==> config.mk <==
export PLATFORM = sky130hd
export DESIGN_NAME = gdpm_top
export DESIGN_NICKNAME = d
export VERILOG_FILES = /design/src/gdpm_pkg.sv /design/src/gdpm_top.sv
export VERILOG_INCLUDE_DIRS = /design/src
export SDC_FILE = /design/constraint.sdc
export NUM_CORES = 1
export LEC_CHECK = 0
export BUFFER_PORTS_ARGS = -buffer_cell sky130_fd_sc_hd__clkbuf_2
export CORE_ASPECT_RATIO = 1.1
export CORE_MARGIN = 2
export CORE_UTILIZATION = 30
export CTS_BUF_LIST = sky130_fd_sc_hd__clkbuf_16
export DETAILED_ROUTE_END_ITERATION = 12
export GPL_TIMING_DRIVEN = 0
export PLACE_DENSITY = 0.49
export SETUP_SLACK_MARGIN = 0.4
export SLEW_MARGIN = 20
export SYNTH_ARGS = -nofsm -noshare
export SYNTH_HDL_FRONTEND = slang
export SYNTH_SLANG_ARGS = --single-unit
==> constraint.sdc <==
create_clock -name pclk -period 4.15 [get_ports pclk]
set_input_delay 0.83 -clock pclk [delete_from_list [all_inputs] [get_ports pclk]]
set_output_delay 0.83 -clock pclk [all_outputs]
set_load 0.05 [all_outputs]
==> src/gdpm_params.svh <==
// Constants of the gate drive mode decoder: register map, fields, reset values, timing.
// Assumes inclusion by bare name from the top module and the bench.
`ifndef GDPM_PARAMS_SVH
`define GDPM_PARAMS_SVH

// ==========================================
// Register byte addresses
`define GDPM_ADDR_CTRL 12'h000
`define GDPM_ADDR_DEAD 12'h004
`define GDPM_ADDR_STAT 12'h008

// ==========================================
// Control register fields
`define GDPM_MODE_LSB 0
`define GDPM_MODE_MSB 2
`define GDPM_FREEW_BIT 4
`define GDPM_BRK_LSB 8
`define GDPM_BRK_MSB 9

// ==========================================
// Dead time register fields
`define GDPM_RISE_LSB 0
`define GDPM_RISE_MSB 7
`define GDPM_FALL_LSB 8
`define GDPM_FALL_MSB 15

// ==========================================
// Status register fields
`define GDPM_ST_HIGH_LSB 0
`define GDPM_ST_LOW_LSB 3
`define GDPM_ST_PAT_LSB 8
`define GDPM_ST_TWELVE_BIT 11
`define GDPM_ST_BRAKE_BIT 12
`define GDPM_ST_THREE_BIT 13
`define GDPM_ST_SINGLE_BIT 14

// ==========================================
// Field values
`define GDPM_MODE_SIX 3'h0
`define GDPM_MODE_THREE 3'h1
`define GDPM_MODE_SINGLE 3'h2
`define GDPM_MODE_HALL 3'h3
`define GDPM_BRK_LOW_ON 2'h0
`define GDPM_BRK_HIGH_ON 2'h1
`define GDPM_BRK_ALTERNATE 2'h2
`define GDPM_BRK_FLOAT 2'h3

// ==========================================
// Reset values
`define GDPM_RST_MODE 3'h0
`define GDPM_RST_FREEW 1'b1
`define GDPM_RST_BRK 2'h3
`define GDPM_RST_RISE 8'h10
`define GDPM_RST_FALL 8'h10

// ==========================================
// Timing
`define GDPM_CLK_NS 8
`define GDPM_BRAKE_ALT_NS 8000
`define GDPM_BRAKE_ALT_CYC ((`GDPM_BRAKE_ALT_NS + `GDPM_CLK_NS - 1) / `GDPM_CLK_NS)

`endif

==> src/gdpm_pkg.sv <==
// Types shared by the gate drive mode decoder.
// Assumes the constants header sits in the same folder.
package gdpm_pkg;

   // ==========================================
   // Role of one phase in a commutation state
   typedef enum logic [1:0] {
      GDPM_ROLE_OFF,
      GDPM_ROLE_MOD,
      GDPM_ROLE_SINK
   } gdpm_role_t;

   // ==========================================
   // Active decode of the mode field
   typedef enum logic [1:0] {
      GDPM_DEC_IDLE,
      GDPM_DEC_THREE,
      GDPM_DEC_SINGLE
   } gdpm_dec_t;

endpackage

==> src/gdpm_top.sv <==
// Gate drive mode decoder: pin inputs to six gate commands, with dead time and brake.
// Assumes an APB master on pclk and asynchronous pin inputs from a PWM timer.
`timescale 1ns/1ns
`include "gdpm_params.svh"

module gdpm_top
   import gdpm_pkg::*;
(
   input wire logic pclk,
   input wire logic presetn,
   input wire logic psel,
   input wire logic penable,
   input wire logic pwrite,
   input wire logic [11:0] paddr,
   input wire logic [31:0] pwdata,
   input wire logic [3:0] pstrb,
   output logic [31:0] prdata,
   output logic pready,
   output logic pslverr,
   input wire logic [2:0] high_side_input,
   input wire logic [2:0] low_side_input,
   input wire logic brake_request_n,
   output logic [2:0] high_gate_out,
   output logic [2:0] low_gate_out
);

   localparam logic [9:0] BRAKE_ALT_LAST = 10'(`GDPM_BRAKE_ALT_CYC - 1);

   // ==========================================
   // Register state
   logic [2:0] mode_q, mode_d;
   logic freewheel_select_q, freewheel_select_d;
   logic [1:0] brake_action_q, brake_action_d;
   logic [7:0] rise_dead_time_q, rise_dead_time_d;
   logic [7:0] fall_dead_time_q, fall_dead_time_d;
   logic [31:0] prdata_q, prdata_d;
   logic [31:0] status_word;
   logic acc_write;
   logic addr_hit;

   // ==========================================
   // Input synchroniser state
   logic [6:0] pin_raw;
   logic [6:0] sync1_q, sync2_q, sync3_q;
   logic [6:0] pin_q, pin_d;

   // ==========================================
   // Decode signals
   logic [2:0] hi_in;
   logic [2:0] lo_in;
   logic brake_n;
   logic duty_input_a;
   logic [2:0] pattern_code;
   logic twelve_step_select;
   gdpm_dec_t dec;
   gdpm_role_t role [3];
   logic [2:0] req_hi, req_lo;

   // ==========================================
   // Brake alternation state
   logic [9:0] alt_cnt_q, alt_cnt_d;
   logic alt_high_q, alt_high_d;

   // ==========================================
   // Gate state
   logic [2:0] hi_q, hi_d, lo_q, lo_d;
   logic [7:0] off_cnt_q [3];
   logic [7:0] off_cnt_d [3];

   // ==========================================
   // APB slave, zero wait states
   assign pready = 1'b1;
   assign addr_hit = (paddr == `GDPM_ADDR_CTRL) || (paddr == `GDPM_ADDR_DEAD) || (paddr == `GDPM_ADDR_STAT);
   assign pslverr = psel & penable & ~addr_hit;
   assign acc_write = psel & penable & pwrite;
   assign prdata = prdata_q;

   always_comb begin
      status_word = 32'h0000_0000;
      status_word[`GDPM_ST_HIGH_LSB +: 3] = hi_q;
      status_word[`GDPM_ST_LOW_LSB +: 3] = lo_q;
      status_word[`GDPM_ST_PAT_LSB +: 3] = pattern_code;
      status_word[`GDPM_ST_TWELVE_BIT] = twelve_step_select;
      status_word[`GDPM_ST_BRAKE_BIT] = ~brake_n;
      status_word[`GDPM_ST_THREE_BIT] = (dec == GDPM_DEC_THREE);
      status_word[`GDPM_ST_SINGLE_BIT] = (dec == GDPM_DEC_SINGLE);
   end

   always_comb begin
      mode_d = mode_q;
      freewheel_select_d = freewheel_select_q;
      brake_action_d = brake_action_q;
      rise_dead_time_d = rise_dead_time_q;
      fall_dead_time_d = fall_dead_time_q;
      prdata_d = prdata_q;
      // Read data captured in the setup cycle
      if (psel && !penable && !pwrite) begin
         unique case (paddr)
            `GDPM_ADDR_CTRL: begin
               prdata_d = 32'h0000_0000;
               prdata_d[`GDPM_MODE_MSB:`GDPM_MODE_LSB] = mode_q;
               prdata_d[`GDPM_FREEW_BIT] = freewheel_select_q;
               prdata_d[`GDPM_BRK_MSB:`GDPM_BRK_LSB] = brake_action_q;
            end
            `GDPM_ADDR_DEAD: begin
               prdata_d = 32'h0000_0000;
               prdata_d[`GDPM_RISE_MSB:`GDPM_RISE_LSB] = rise_dead_time_q;
               prdata_d[`GDPM_FALL_MSB:`GDPM_FALL_LSB] = fall_dead_time_q;
            end
            `GDPM_ADDR_STAT: begin
               prdata_d = status_word;
            end
            default: begin
               prdata_d = 32'h0000_0000;
            end
         endcase
      end
      if (acc_write && paddr == `GDPM_ADDR_CTRL) begin
         if (pstrb[0]) begin
            mode_d = pwdata[`GDPM_MODE_MSB:`GDPM_MODE_LSB];
            freewheel_select_d = pwdata[`GDPM_FREEW_BIT];
         end
         if (pstrb[1]) begin
            brake_action_d = pwdata[`GDPM_BRK_MSB:`GDPM_BRK_LSB];
         end
      end
      if (acc_write && paddr == `GDPM_ADDR_DEAD) begin
         if (pstrb[0]) begin
            rise_dead_time_d = pwdata[`GDPM_RISE_MSB:`GDPM_RISE_LSB];
         end
         if (pstrb[1]) begin
            fall_dead_time_d = pwdata[`GDPM_FALL_MSB:`GDPM_FALL_LSB];
         end
      end
   end

   always_ff @(posedge pclk or negedge presetn) begin
      if (!presetn) begin
         mode_q <= `GDPM_RST_MODE;
         freewheel_select_q <= `GDPM_RST_FREEW;
         brake_action_q <= `GDPM_RST_BRK;
         rise_dead_time_q <= `GDPM_RST_RISE;
         fall_dead_time_q <= `GDPM_RST_FALL;
         prdata_q <= 32'h0000_0000;
      end else begin
         mode_q <= mode_d;
         freewheel_select_q <= freewheel_select_d;
         brake_action_q <= brake_action_d;
         rise_dead_time_q <= rise_dead_time_d;
         fall_dead_time_q <= fall_dead_time_d;
         prdata_q <= prdata_d;
      end
   end

   // ==========================================
   // Pin synchronisers, change taken once stages two and three agree
   assign pin_raw = {brake_request_n, low_side_input, high_side_input};

   always_comb begin
      for (int i = 0; i < 7; i++) begin
         pin_d[i] = (sync2_q[i] == sync3_q[i]) ? sync3_q[i] : pin_q[i];
      end
   end

   always_ff @(posedge pclk or negedge presetn) begin
      if (!presetn) begin
         sync1_q <= 7'h40;
         sync2_q <= 7'h40;
         sync3_q <= 7'h40;
         pin_q <= 7'h40;
      end else begin
         sync1_q <= pin_raw;
         sync2_q <= sync1_q;
         sync3_q <= sync2_q;
         pin_q <= pin_d;
      end
   end

   assign hi_in = pin_q[2:0];
   assign lo_in = pin_q[5:3];
   assign brake_n = pin_q[6];

   assign duty_input_a = hi_in[0];
   assign pattern_code = {lo_in[0], hi_in[1], lo_in[1]};
   assign twelve_step_select = hi_in[2];

   // ==========================================
   // Mode decode
   always_comb begin
      unique case (mode_q)
         `GDPM_MODE_THREE: dec = GDPM_DEC_THREE;
         `GDPM_MODE_SINGLE: dec = GDPM_DEC_SINGLE;
         default: dec = GDPM_DEC_IDLE;
      endcase
   end

   // ==========================================
   // Commutation state table
   always_comb begin
      role[0] = GDPM_ROLE_OFF;
      role[1] = GDPM_ROLE_OFF;
      role[2] = GDPM_ROLE_OFF;
      unique case (pattern_code)
         3'h3: begin
            role[0] = GDPM_ROLE_MOD;
            role[1] = GDPM_ROLE_SINK;
            role[2] = twelve_step_select ? GDPM_ROLE_SINK : GDPM_ROLE_OFF;
         end
         3'h2: begin
            role[0] = twelve_step_select ? GDPM_ROLE_MOD : GDPM_ROLE_OFF;
            role[1] = GDPM_ROLE_SINK;
            role[2] = GDPM_ROLE_MOD;
         end
         3'h6: begin
            role[0] = GDPM_ROLE_SINK;
            role[1] = twelve_step_select ? GDPM_ROLE_SINK : GDPM_ROLE_OFF;
            role[2] = GDPM_ROLE_MOD;
         end
         3'h4: begin
            role[0] = GDPM_ROLE_SINK;
            role[1] = GDPM_ROLE_MOD;
            role[2] = twelve_step_select ? GDPM_ROLE_MOD : GDPM_ROLE_OFF;
         end
         3'h5: begin
            role[0] = twelve_step_select ? GDPM_ROLE_SINK : GDPM_ROLE_OFF;
            role[1] = GDPM_ROLE_MOD;
            role[2] = GDPM_ROLE_SINK;
         end
         3'h1: begin
            role[0] = GDPM_ROLE_MOD;
            role[1] = twelve_step_select ? GDPM_ROLE_MOD : GDPM_ROLE_OFF;
            role[2] = GDPM_ROLE_SINK;
         end
         3'h7: begin
            role[0] = GDPM_ROLE_MOD;
            role[1] = GDPM_ROLE_SINK;
            role[2] = GDPM_ROLE_SINK;
         end
         3'h0: begin
            role[0] = GDPM_ROLE_OFF;
            role[1] = GDPM_ROLE_OFF;
            role[2] = GDPM_ROLE_OFF;
         end
      endcase
   end

   // ==========================================
   // Brake alternation timer
   always_comb begin
      alt_cnt_d = 10'h000;
      alt_high_d = 1'b0;
      if (!brake_n && brake_action_q == `GDPM_BRK_ALTERNATE) begin
         alt_high_d = alt_high_q;
         if (alt_cnt_q == BRAKE_ALT_LAST) begin
            alt_cnt_d = 10'h000;
            alt_high_d = ~alt_high_q;
         end else begin
            alt_cnt_d = alt_cnt_q + 10'h001;
         end
      end
   end

   always_ff @(posedge pclk or negedge presetn) begin
      if (!presetn) begin
         alt_cnt_q <= 10'h000;
         alt_high_q <= 1'b0;
      end else begin
         alt_cnt_q <= alt_cnt_d;
         alt_high_q <= alt_high_d;
      end
   end

   // ==========================================
   // Gate requests before dead time
   always_comb begin
      req_hi = 3'h0;
      req_lo = 3'h0;
      if (!brake_n) begin
         unique case (brake_action_q)
            `GDPM_BRK_LOW_ON: req_lo = 3'h7;
            `GDPM_BRK_HIGH_ON: req_hi = 3'h7;
            `GDPM_BRK_ALTERNATE: begin
               req_hi = alt_high_q ? 3'h7 : 3'h0;
               req_lo = alt_high_q ? 3'h0 : 3'h7;
            end
            `GDPM_BRK_FLOAT: begin
               req_hi = 3'h0;
               req_lo = 3'h0;
            end
         endcase
      end else if (dec == GDPM_DEC_THREE) begin
         for (int p = 0; p < 3; p++) begin
            req_hi[p] = ~lo_in[p] & hi_in[p];
            req_lo[p] = ~lo_in[p] & ~hi_in[p];
         end
      end else if (dec == GDPM_DEC_SINGLE) begin
         for (int p = 0; p < 3; p++) begin
            unique case (role[p])
               GDPM_ROLE_MOD: begin
                  req_hi[p] = duty_input_a;
                  req_lo[p] = ~duty_input_a & ~freewheel_select_q;
               end
               GDPM_ROLE_SINK: req_lo[p] = 1'b1;
               GDPM_ROLE_OFF: begin
                  req_hi[p] = 1'b0;
                  req_lo[p] = 1'b0;
               end
            endcase
         end
      end
   end

   // ==========================================
   // Dead time insertion per phase
   always_comb begin
      for (int p = 0; p < 3; p++) begin
         hi_d[p] = req_hi[p] & (hi_q[p] | (~lo_q[p] & (off_cnt_q[p] >= rise_dead_time_q)));
         lo_d[p] = req_lo[p] & (lo_q[p] | (~hi_q[p] & (off_cnt_q[p] >= fall_dead_time_q)));
         if (hi_q[p] || lo_q[p]) begin
            off_cnt_d[p] = 8'h00;
         end else if (off_cnt_q[p] != 8'hff) begin
            off_cnt_d[p] = off_cnt_q[p] + 8'h01;
         end else begin
            off_cnt_d[p] = off_cnt_q[p];
         end
      end
   end

   always_ff @(posedge pclk or negedge presetn) begin
      if (!presetn) begin
         hi_q <= 3'h0;
         lo_q <= 3'h0;
         for (int p = 0; p < 3; p++) begin
            off_cnt_q[p] <= 8'h00;
         end
      end else begin
         hi_q <= hi_d;
         lo_q <= lo_d;
         for (int p = 0; p < 3; p++) begin
            off_cnt_q[p] <= off_cnt_d[p];
         end
      end
   end

   assign high_gate_out = hi_q;
   assign low_gate_out = lo_q;

endmodule // gdpm_top

# Yosys cells after proc, flatten, opt, wreduce, memory -nomap -nowiden
# Index checks and enable logic that the tools add are counted.
dict set report op_classes {
  add_sub_neg 4
  magnitude_cmp 6
  n_eq_ne 33
  mux 31
  bitwise_logic 44
  n_reduce_logical 26
}
# operator n
set ops {}
lappend ops {{$ge A8 B8 Y1} 6}
lappend ops {{$mux W8} 6}
lappend ops {{$pmux W16 S3} 1}
lappend ops {{$pmux W6 S8} 1}
lappend ops {{$add A8 B1 Y8 const B} 3}
lappend ops {{$mux W3} 8}
lappend ops {{$ne A8 B8 Y1 const B} 3}
lappend ops {{$and A1 B1 Y1} 22}
lappend ops {{$mux W10} 2}
lappend ops {{$not A1 Y1} 16}
lappend ops {{$eq A12 B3 Y1 const B} 1}
lappend ops {{$eq A12 B4 Y1 const B} 1}
lappend ops {{$eq A3 B3 Y1 const B} 4}
lappend ops {{$logic_not A12 Y1} 1}
lappend ops {{$pmux W3 S2} 2}
lappend ops {{$add A10 B1 Y10 const B} 1}
lappend ops {{$eq A10 B10 Y1 const B} 1}
lappend ops {{$eq A2 B1 Y1 const B} 5}
lappend ops {{$eq A2 B2 Y1 const B} 5}
lappend ops {{$eq A3 B2 Y1 const B} 3}
lappend ops {{$pmux W1 S3} 3}
lappend ops {{$logic_not A2 Y1} 4}
lappend ops {{$reduce_and A2 Y1} 4}
lappend ops {{$eq A1 B1 Y1} 7}
lappend ops {{other kinds (11)} 34}
dict set report word_totals {
  ff_bits 123
  inputBits 60
  output_inout_bits 40
  word_cells 167
}

# Logic depth before layout (Yosys ltp)
dict set report depth {
  ltp_word 8
  ltp_mapped 6
  depth_no_buf 6
}

# Least setup slack after synthesis
# OpenSTA, ideal clock, no wires.
dict set report synth_path {
  path_kind {input to output}
  from {input paddr[1]}
  to {output pslverr}
  arrival_time_ns 1.874
  required_ns 3.320
  path_slack_ns 1.446
  cell_stages 3
  path_buffers 0
  path_cell_list {nor4_4 -> nand4_1 -> and3_1}
}
dict set report synth_between {
  elab_chain_len 5
  elab_cells_between_ends 7
  cone_classes {eq/ne: 2; bitwise: 2; reduce/logical: 3}
}
# item line
set synth_rtl {}
lappend synth_rtl {{start: declaration} gdpm_top.sv:14} ;# input wire logic [11:0] paddr,
lappend synth_rtl {{$eq A12 B3 Y1 / $logic_not A12 Y1 (equally long branches)} --}
lappend synth_rtl {{$logic_or A1 B1 Y1} gdpm_top.sv:73} ;# assign addr_hit = (paddr == `GDPM_ADDR_CTRL) || (paddr == `GDPM_ADDR_DEAD) || (paddr == `GDPM_ADDR_STAT);
lappend synth_rtl {{$logic_or A1 B1 Y1 *} gdpm_top.sv:73}
lappend synth_rtl {{$not A1 Y1 *} gdpm_top.sv:74} ;# assign pslverr = psel & penable & ~addr_hit;
lappend synth_rtl {{$and A1 B1 Y1 *} gdpm_top.sv:74}
lappend synth_rtl {{end: declaration} gdpm_top.sv:19} ;# output logic pslverr,
# Mark *: on every way between the ends. The rest lies on a longest branch, timed or not.

# Worst setup path in the final report
# Same ends and word-level chain as after synthesis.

==> results_tabular.tex <==
\begin{tabular}{lr}
\hline
Metric & Value \\
\hline
\multicolumn{2}{l}{\textbf{Run status}} \\
Result of the run & completed \\
\multicolumn{2}{l}{\textbf{Synthesis}} \\
Post-Synth Simple-Gate Area & 17.0\% \\
XOR/XNOR Fraction of Synth Area & 2.37\% \\
Cell with the most instances after synthesis & sky130\_fd\_sc\_hd\_\_dfrtp\_1 \\
Synth Area in Adders & 12.8\% \\
Synth Area in Compound Gates & 12.4\% \\
Total number of yosys warnings & 0 \\
Sequential share of the synthesized area & 45.6\% \\
Syn Std Cell Area & 5900 um2 \\
Top cells by count, synth & sky130\_fd\_sc\_hd\_\_dfrtp\_1, sky130\_fd\_sc\_hd\_\_ha\_1, sky130\_fd\_sc\_hd\_\_nor2\_1, sky130\_fd\_sc\_hd\_\_inv\_1, sky130\_fd\_sc\_hd\_\_nor3\_1 \\
\#FFs+latches synth & 107 \\
FFs w/ async S/R, synth & 100\% \\
Leading post-synthesis cells by cell area & sky130\_fd\_sc\_hd\_\_dfrtp\_1, sky130\_fd\_sc\_hd\_\_ha\_1, sky130\_fd\_sc\_hd\_\_dfstp\_2 \\
Combinational family with the most area after synthesis & simple AND/OR/NAND/NOR gates \\
Multiplexer share of the synthesized area & 4.88\% \\
Cell type contributing the most total cell area after synthesis & sky130\_fd\_sc\_hd\_\_dfrtp\_1 \\
Yosys top cell area share & 41.6\% \\
Syn avg cell area & 10.8 um2 \\
Instance count of the mapped netlist & 544 \\
Post-synthesis cell type count & 67 \\
Number of flops mapped to enable cells by yosys & 0 \\
Most instantiated flip-flop cell in the synthesis netlist & sky130\_fd\_sc\_hd\_\_dfrtp\_1 \\
\multicolumn{2}{l}{\textbf{Clock tree}} \\
Count of instances resized after the clock tree is built & 0 \\
Count of hold-fix buffers inserted at cts & 0 \\
Post-CTS setup-driven buffer insertion count & 0 \\
Clock tree from TritonCTS & yes \\
Clock-pin slew of the registers on the worst-case setup and hold paths & 0.07 ns \\
CTS max path bufs & 2 \\
Maximum level of the CTS H-tree & 3 \\
TritonCTS buffer count & 9 \\
Clk\_lat worst skew & 0.36 ns \\
Root cell of the clock tree & sky130\_fd\_sc\_hd\_\_clkbuf\_16 \\
Total number of clock tree sinks & 107 \\
\multicolumn{2}{l}{\textbf{GRT}} \\
Antenna violations before repair & 0 \\
First-pass GRT wire length & 23400 um \\
Congestion Overflow GR & 0 \\
Maximum number of pins on one net before global-route repair & 61 \\
GRT Util Overall & 14.7\% \\
Number of global-route vias before repair & 4374 \\
\multicolumn{2}{l}{\textbf{Floorplanning}} \\
Initial cell density of the core & 30.7\% \\
Row count & 53 \\
Die Height & 151 um \\
Total die area & 20800 um2 \\
Placeable core area & 19200 um2 \\
Count of boundary I/O pins & 100 \\
Chip width & 138 um \\
\multicolumn{2}{l}{\textbf{Placed design}} \\
Final estimated routing congestion in global placement & 0.811 \\
Placed wire-length estimate after detailed placement & 11200 um \\
Number of input and output port buffers inserted & 64 \\
\multicolumn{2}{l}{\textbf{STA}} \\
Number of hold violations in the final report & 0 \\
Post-route clock period utilization & 75.3\% \\
Time the worst path needs with I/O delays and setup & 3.13 ns \\
Min Hold Slack & 0.351 ns \\
Final TNS setup & 0 ns \\
Relative max-transition margin & 59.8\% \\
Final Setup Violations & 0 \\
Timing-limited maximum frequency & 320 MHz \\
Setup repair after global routing missed its margin & no \\
Least-Margin Pin Slew & 0.602 ns \\
Worst Clk Skew & 0.0101 ns \\
Final-report max-slew violation count & 0 \\
\multicolumn{2}{l}{\textbf{Worst setup path}} \\
Setup slack of the most critical reg-to-reg path & 2.26 ns \\
Required time of the worst setup path & 3.32 ns \\
Worst setup path startpoint & paddr[1] \\
Worst-case reg-to-reg path depth & 6 \\
Critical path peak fanout & 7 \\
Critical path data arrival time & 2.30 ns \\
R2r startpoint & brake\_action\_q[0] \\
Launching element type of the critical path & input pin \\
Critical path endpoint category & output pin \\
Reg2reg end & low\_gate\_out[2] \\
End point of the critical path & pslverr \\
CP Class & in -> out \\
\multicolumn{2}{l}{\textbf{Power}} \\
Internal portion of total power & 1860 uW \\
Leakage Power & 0.00321 uW \\
Power per cell area & 385 nW/um2 \\
Fraction of power consumed by the clock network & 35.4\% \\
Net switching power figure & 819 uW \\
Combinational cell fraction of total power & 19.3\% \\
Switching power share of the total & 30.6\% \\
Largest vdd supply drop & 0.220 mV \\
Sequential fraction of design power & 45.2\% \\
\multicolumn{2}{l}{\textbf{Final layout}} \\
Number of diodes & 0 \\
P\&R area growth vs syn & 17.8\% \\
Number of nets in the layout & 750 \\
Number of fill cells & 1885 \\
Ratio of cells with drive above 1 in the final layout & 22.5\% \\
\multicolumn{2}{l}{\textbf{Drt}} \\
Drt total wl & 14300 um \\
Via-to-Cell Ratio & 5.07 \\
First-pass DRT Iterations & 4 \\
First DRT Iteration DRCs & 168 \\
Total vias in the final route & 4494 \\
Number of antenna-violating nets in the routed design & 0 \\
Wirelength per Cell & 16.2 um \\
Detailed-route DRC error count & 0 \\
\multicolumn{2}{l}{\textbf{Hold path}} \\
Hold Path Stages & 0 \\
Hold Crit Class & reg -> reg \\
Hold Crit Start & sync1\_q[0] \\
\multicolumn{2}{l}{\textbf{Job}} \\
Number of violations of the max-capacitance limit & 0 \\
\hline
\end{tabular}
## power by group through the flow
stage	sequential (uW)	combinational, uW	clock, uW
after floorplan	1230	341	0
after CTS	1210	525	978
after global routing	1230	593	1030
final	1210	517	949
after global placement	1230	500	0
after detailed placement	1230	521	0
## cell usage in the layout, fill, tap and decap left out, types with 3 or more instances in the layout
cell	Yosys	layout
sky130_fd_sc_hd__nor3b_1	5	5
sky130_fd_sc_hd__nor2b_1	15	15
sky130_fd_sc_hd__nand2_1	19	19
sky130_fd_sc_hd__nor2_1	48	48
sky130_fd_sc_hd__o21a_1	6	6
sky130_fd_sc_hd__a31oi_1	10	10
sky130_fd_sc_hd__dfstp_2	9	9
sky130_fd_sc_hd__nand3_1	13	13
sky130_fd_sc_hd__a221o_1	14	14
sky130_fd_sc_hd__inv_1	30	30
sky130_fd_sc_hd__nand4_1	13	13
sky130_fd_sc_hd__a22oi_1	7	7
sky130_fd_sc_hd__ha_1	55	55
sky130_fd_sc_hd__xnor2_1	10	10
sky130_fd_sc_hd__buf_4	17	17
sky130_fd_sc_hd__inv_6	0	3
sky130_fd_sc_hd__a22o_1	3	3
sky130_fd_sc_hd__nor3_1	22	22
sky130_fd_sc_hd__a21oi_1	10	10
sky130_fd_sc_hd__nand2b_1	4	4
sky130_fd_sc_hd__or2_2	4	4
sky130_fd_sc_hd__xor2_1	6	6
sky130_fd_sc_hd__and3_1	6	6
sky130_fd_sc_hd__clkbuf_2	0	63
sky130_fd_sc_hd__dfrtp_1	98	98
sky130_fd_sc_hd__conb_1	2	17
sky130_fd_sc_hd__clkbuf_1	9	9
sky130_fd_sc_hd__clkbuf_16	0	9
sky130_fd_sc_hd__nor4_1	3	3
sky130_fd_sc_hd__o21ai_0	17	17
sky130_fd_sc_hd__a211oi_1	5	5
sky130_fd_sc_hd__mux2_2	21	21
sky130_fd_sc_hd__a21o_1	5	5
sky130_fd_sc_hd__mux2i_1	4	4
sky130_fd_sc_hd__maj3_1	7	7
## worst min path at each step
stage	to	slack (ns)
final	sync2_q[0]	0.35
after global routing	sync2_q[0]	0.36
after CTS	sync2_q[0]	0.35
after detailed placement	sync2_q[0]	0.33
after global placement	sync2_q[5]	0.33
after floorplan	sync2_q[0]	0.33
## critical path, stage by stage
cell,delay (ns)
sky130_fd_sc_hd__clkbuf_2,0.10
sky130_fd_sc_hd__nor4_4,0.39
sky130_fd_sc_hd__nand4_1,0.40
sky130_fd_sc_hd__and3_1,0.34
sky130_fd_sc_hd__clkbuf_2,0.23
## per-layer routing
layer / track usage, % / vias to the layer above / share of wire [%]
met5: 0 / - / 0
met4: 7.55 / 0 / 3.5
met3: 2.48 / 29 / 4.1
met2: 23.1 / 104 / 46
met1: 19.6 / 2206 / 46
li1: - / 2155 / -
## logic make-up after synthesis
logic type,count (synthesis)
AND/OR/NAND/NOR,174
flip-flops,107
AO/OA/AOI/OAI,99
adder cells (fa/ha/maj),62
buffers and inverters,58
multiplexers,26
XOR/XNOR,16
other,2
## area by class of cell
class | instances | area (um2) | share of cell area (%)
tap | 247 | 309 | 4.45
multi-input combinational | 394 | 2990 | 43.0
clock inverter | 7 | 103 | 1.48
sequential | 107 | 2690 | 38.7
clock buffer | 9 | 225 | 3.24
buffer | 28 | 170 | 2.45
timing repair buffer | 65 | 357 | 5.13
inverter | 30 | 113 | 1.62
## per-stage QoR
step	setup WS, ns	instance area [um2]	power, uW	instances	utilization (%)
2_1_floorplan	1.45	5960	1570	559	-
3_3_place_gp	0.731	6590	1730	870	34.2
3_5_place_dp	1.06	6620	1750	871	34.4
4_1_cts	1.06	6950	2710	887	36.1
5_1_grt	0.937	6950	2850	887	36.1
6_report	1.02	6950	2680	887	36.1
## registers in the layout, summed over array words and instances, names as in the netlist, 2 cells and up
signal and count:
rise_dead_time_q 8, prdata 16, sync1_q 7, mode_q 3, off_cnt_q 24, high_gate_out 3
sync3_q 7, fall_dead_time_q 8, pin_q 7, low_gate_out 3, brake_action_q 2, alt_cnt_q 10
sync2_q 7
(Power assumes the default switching activity.)
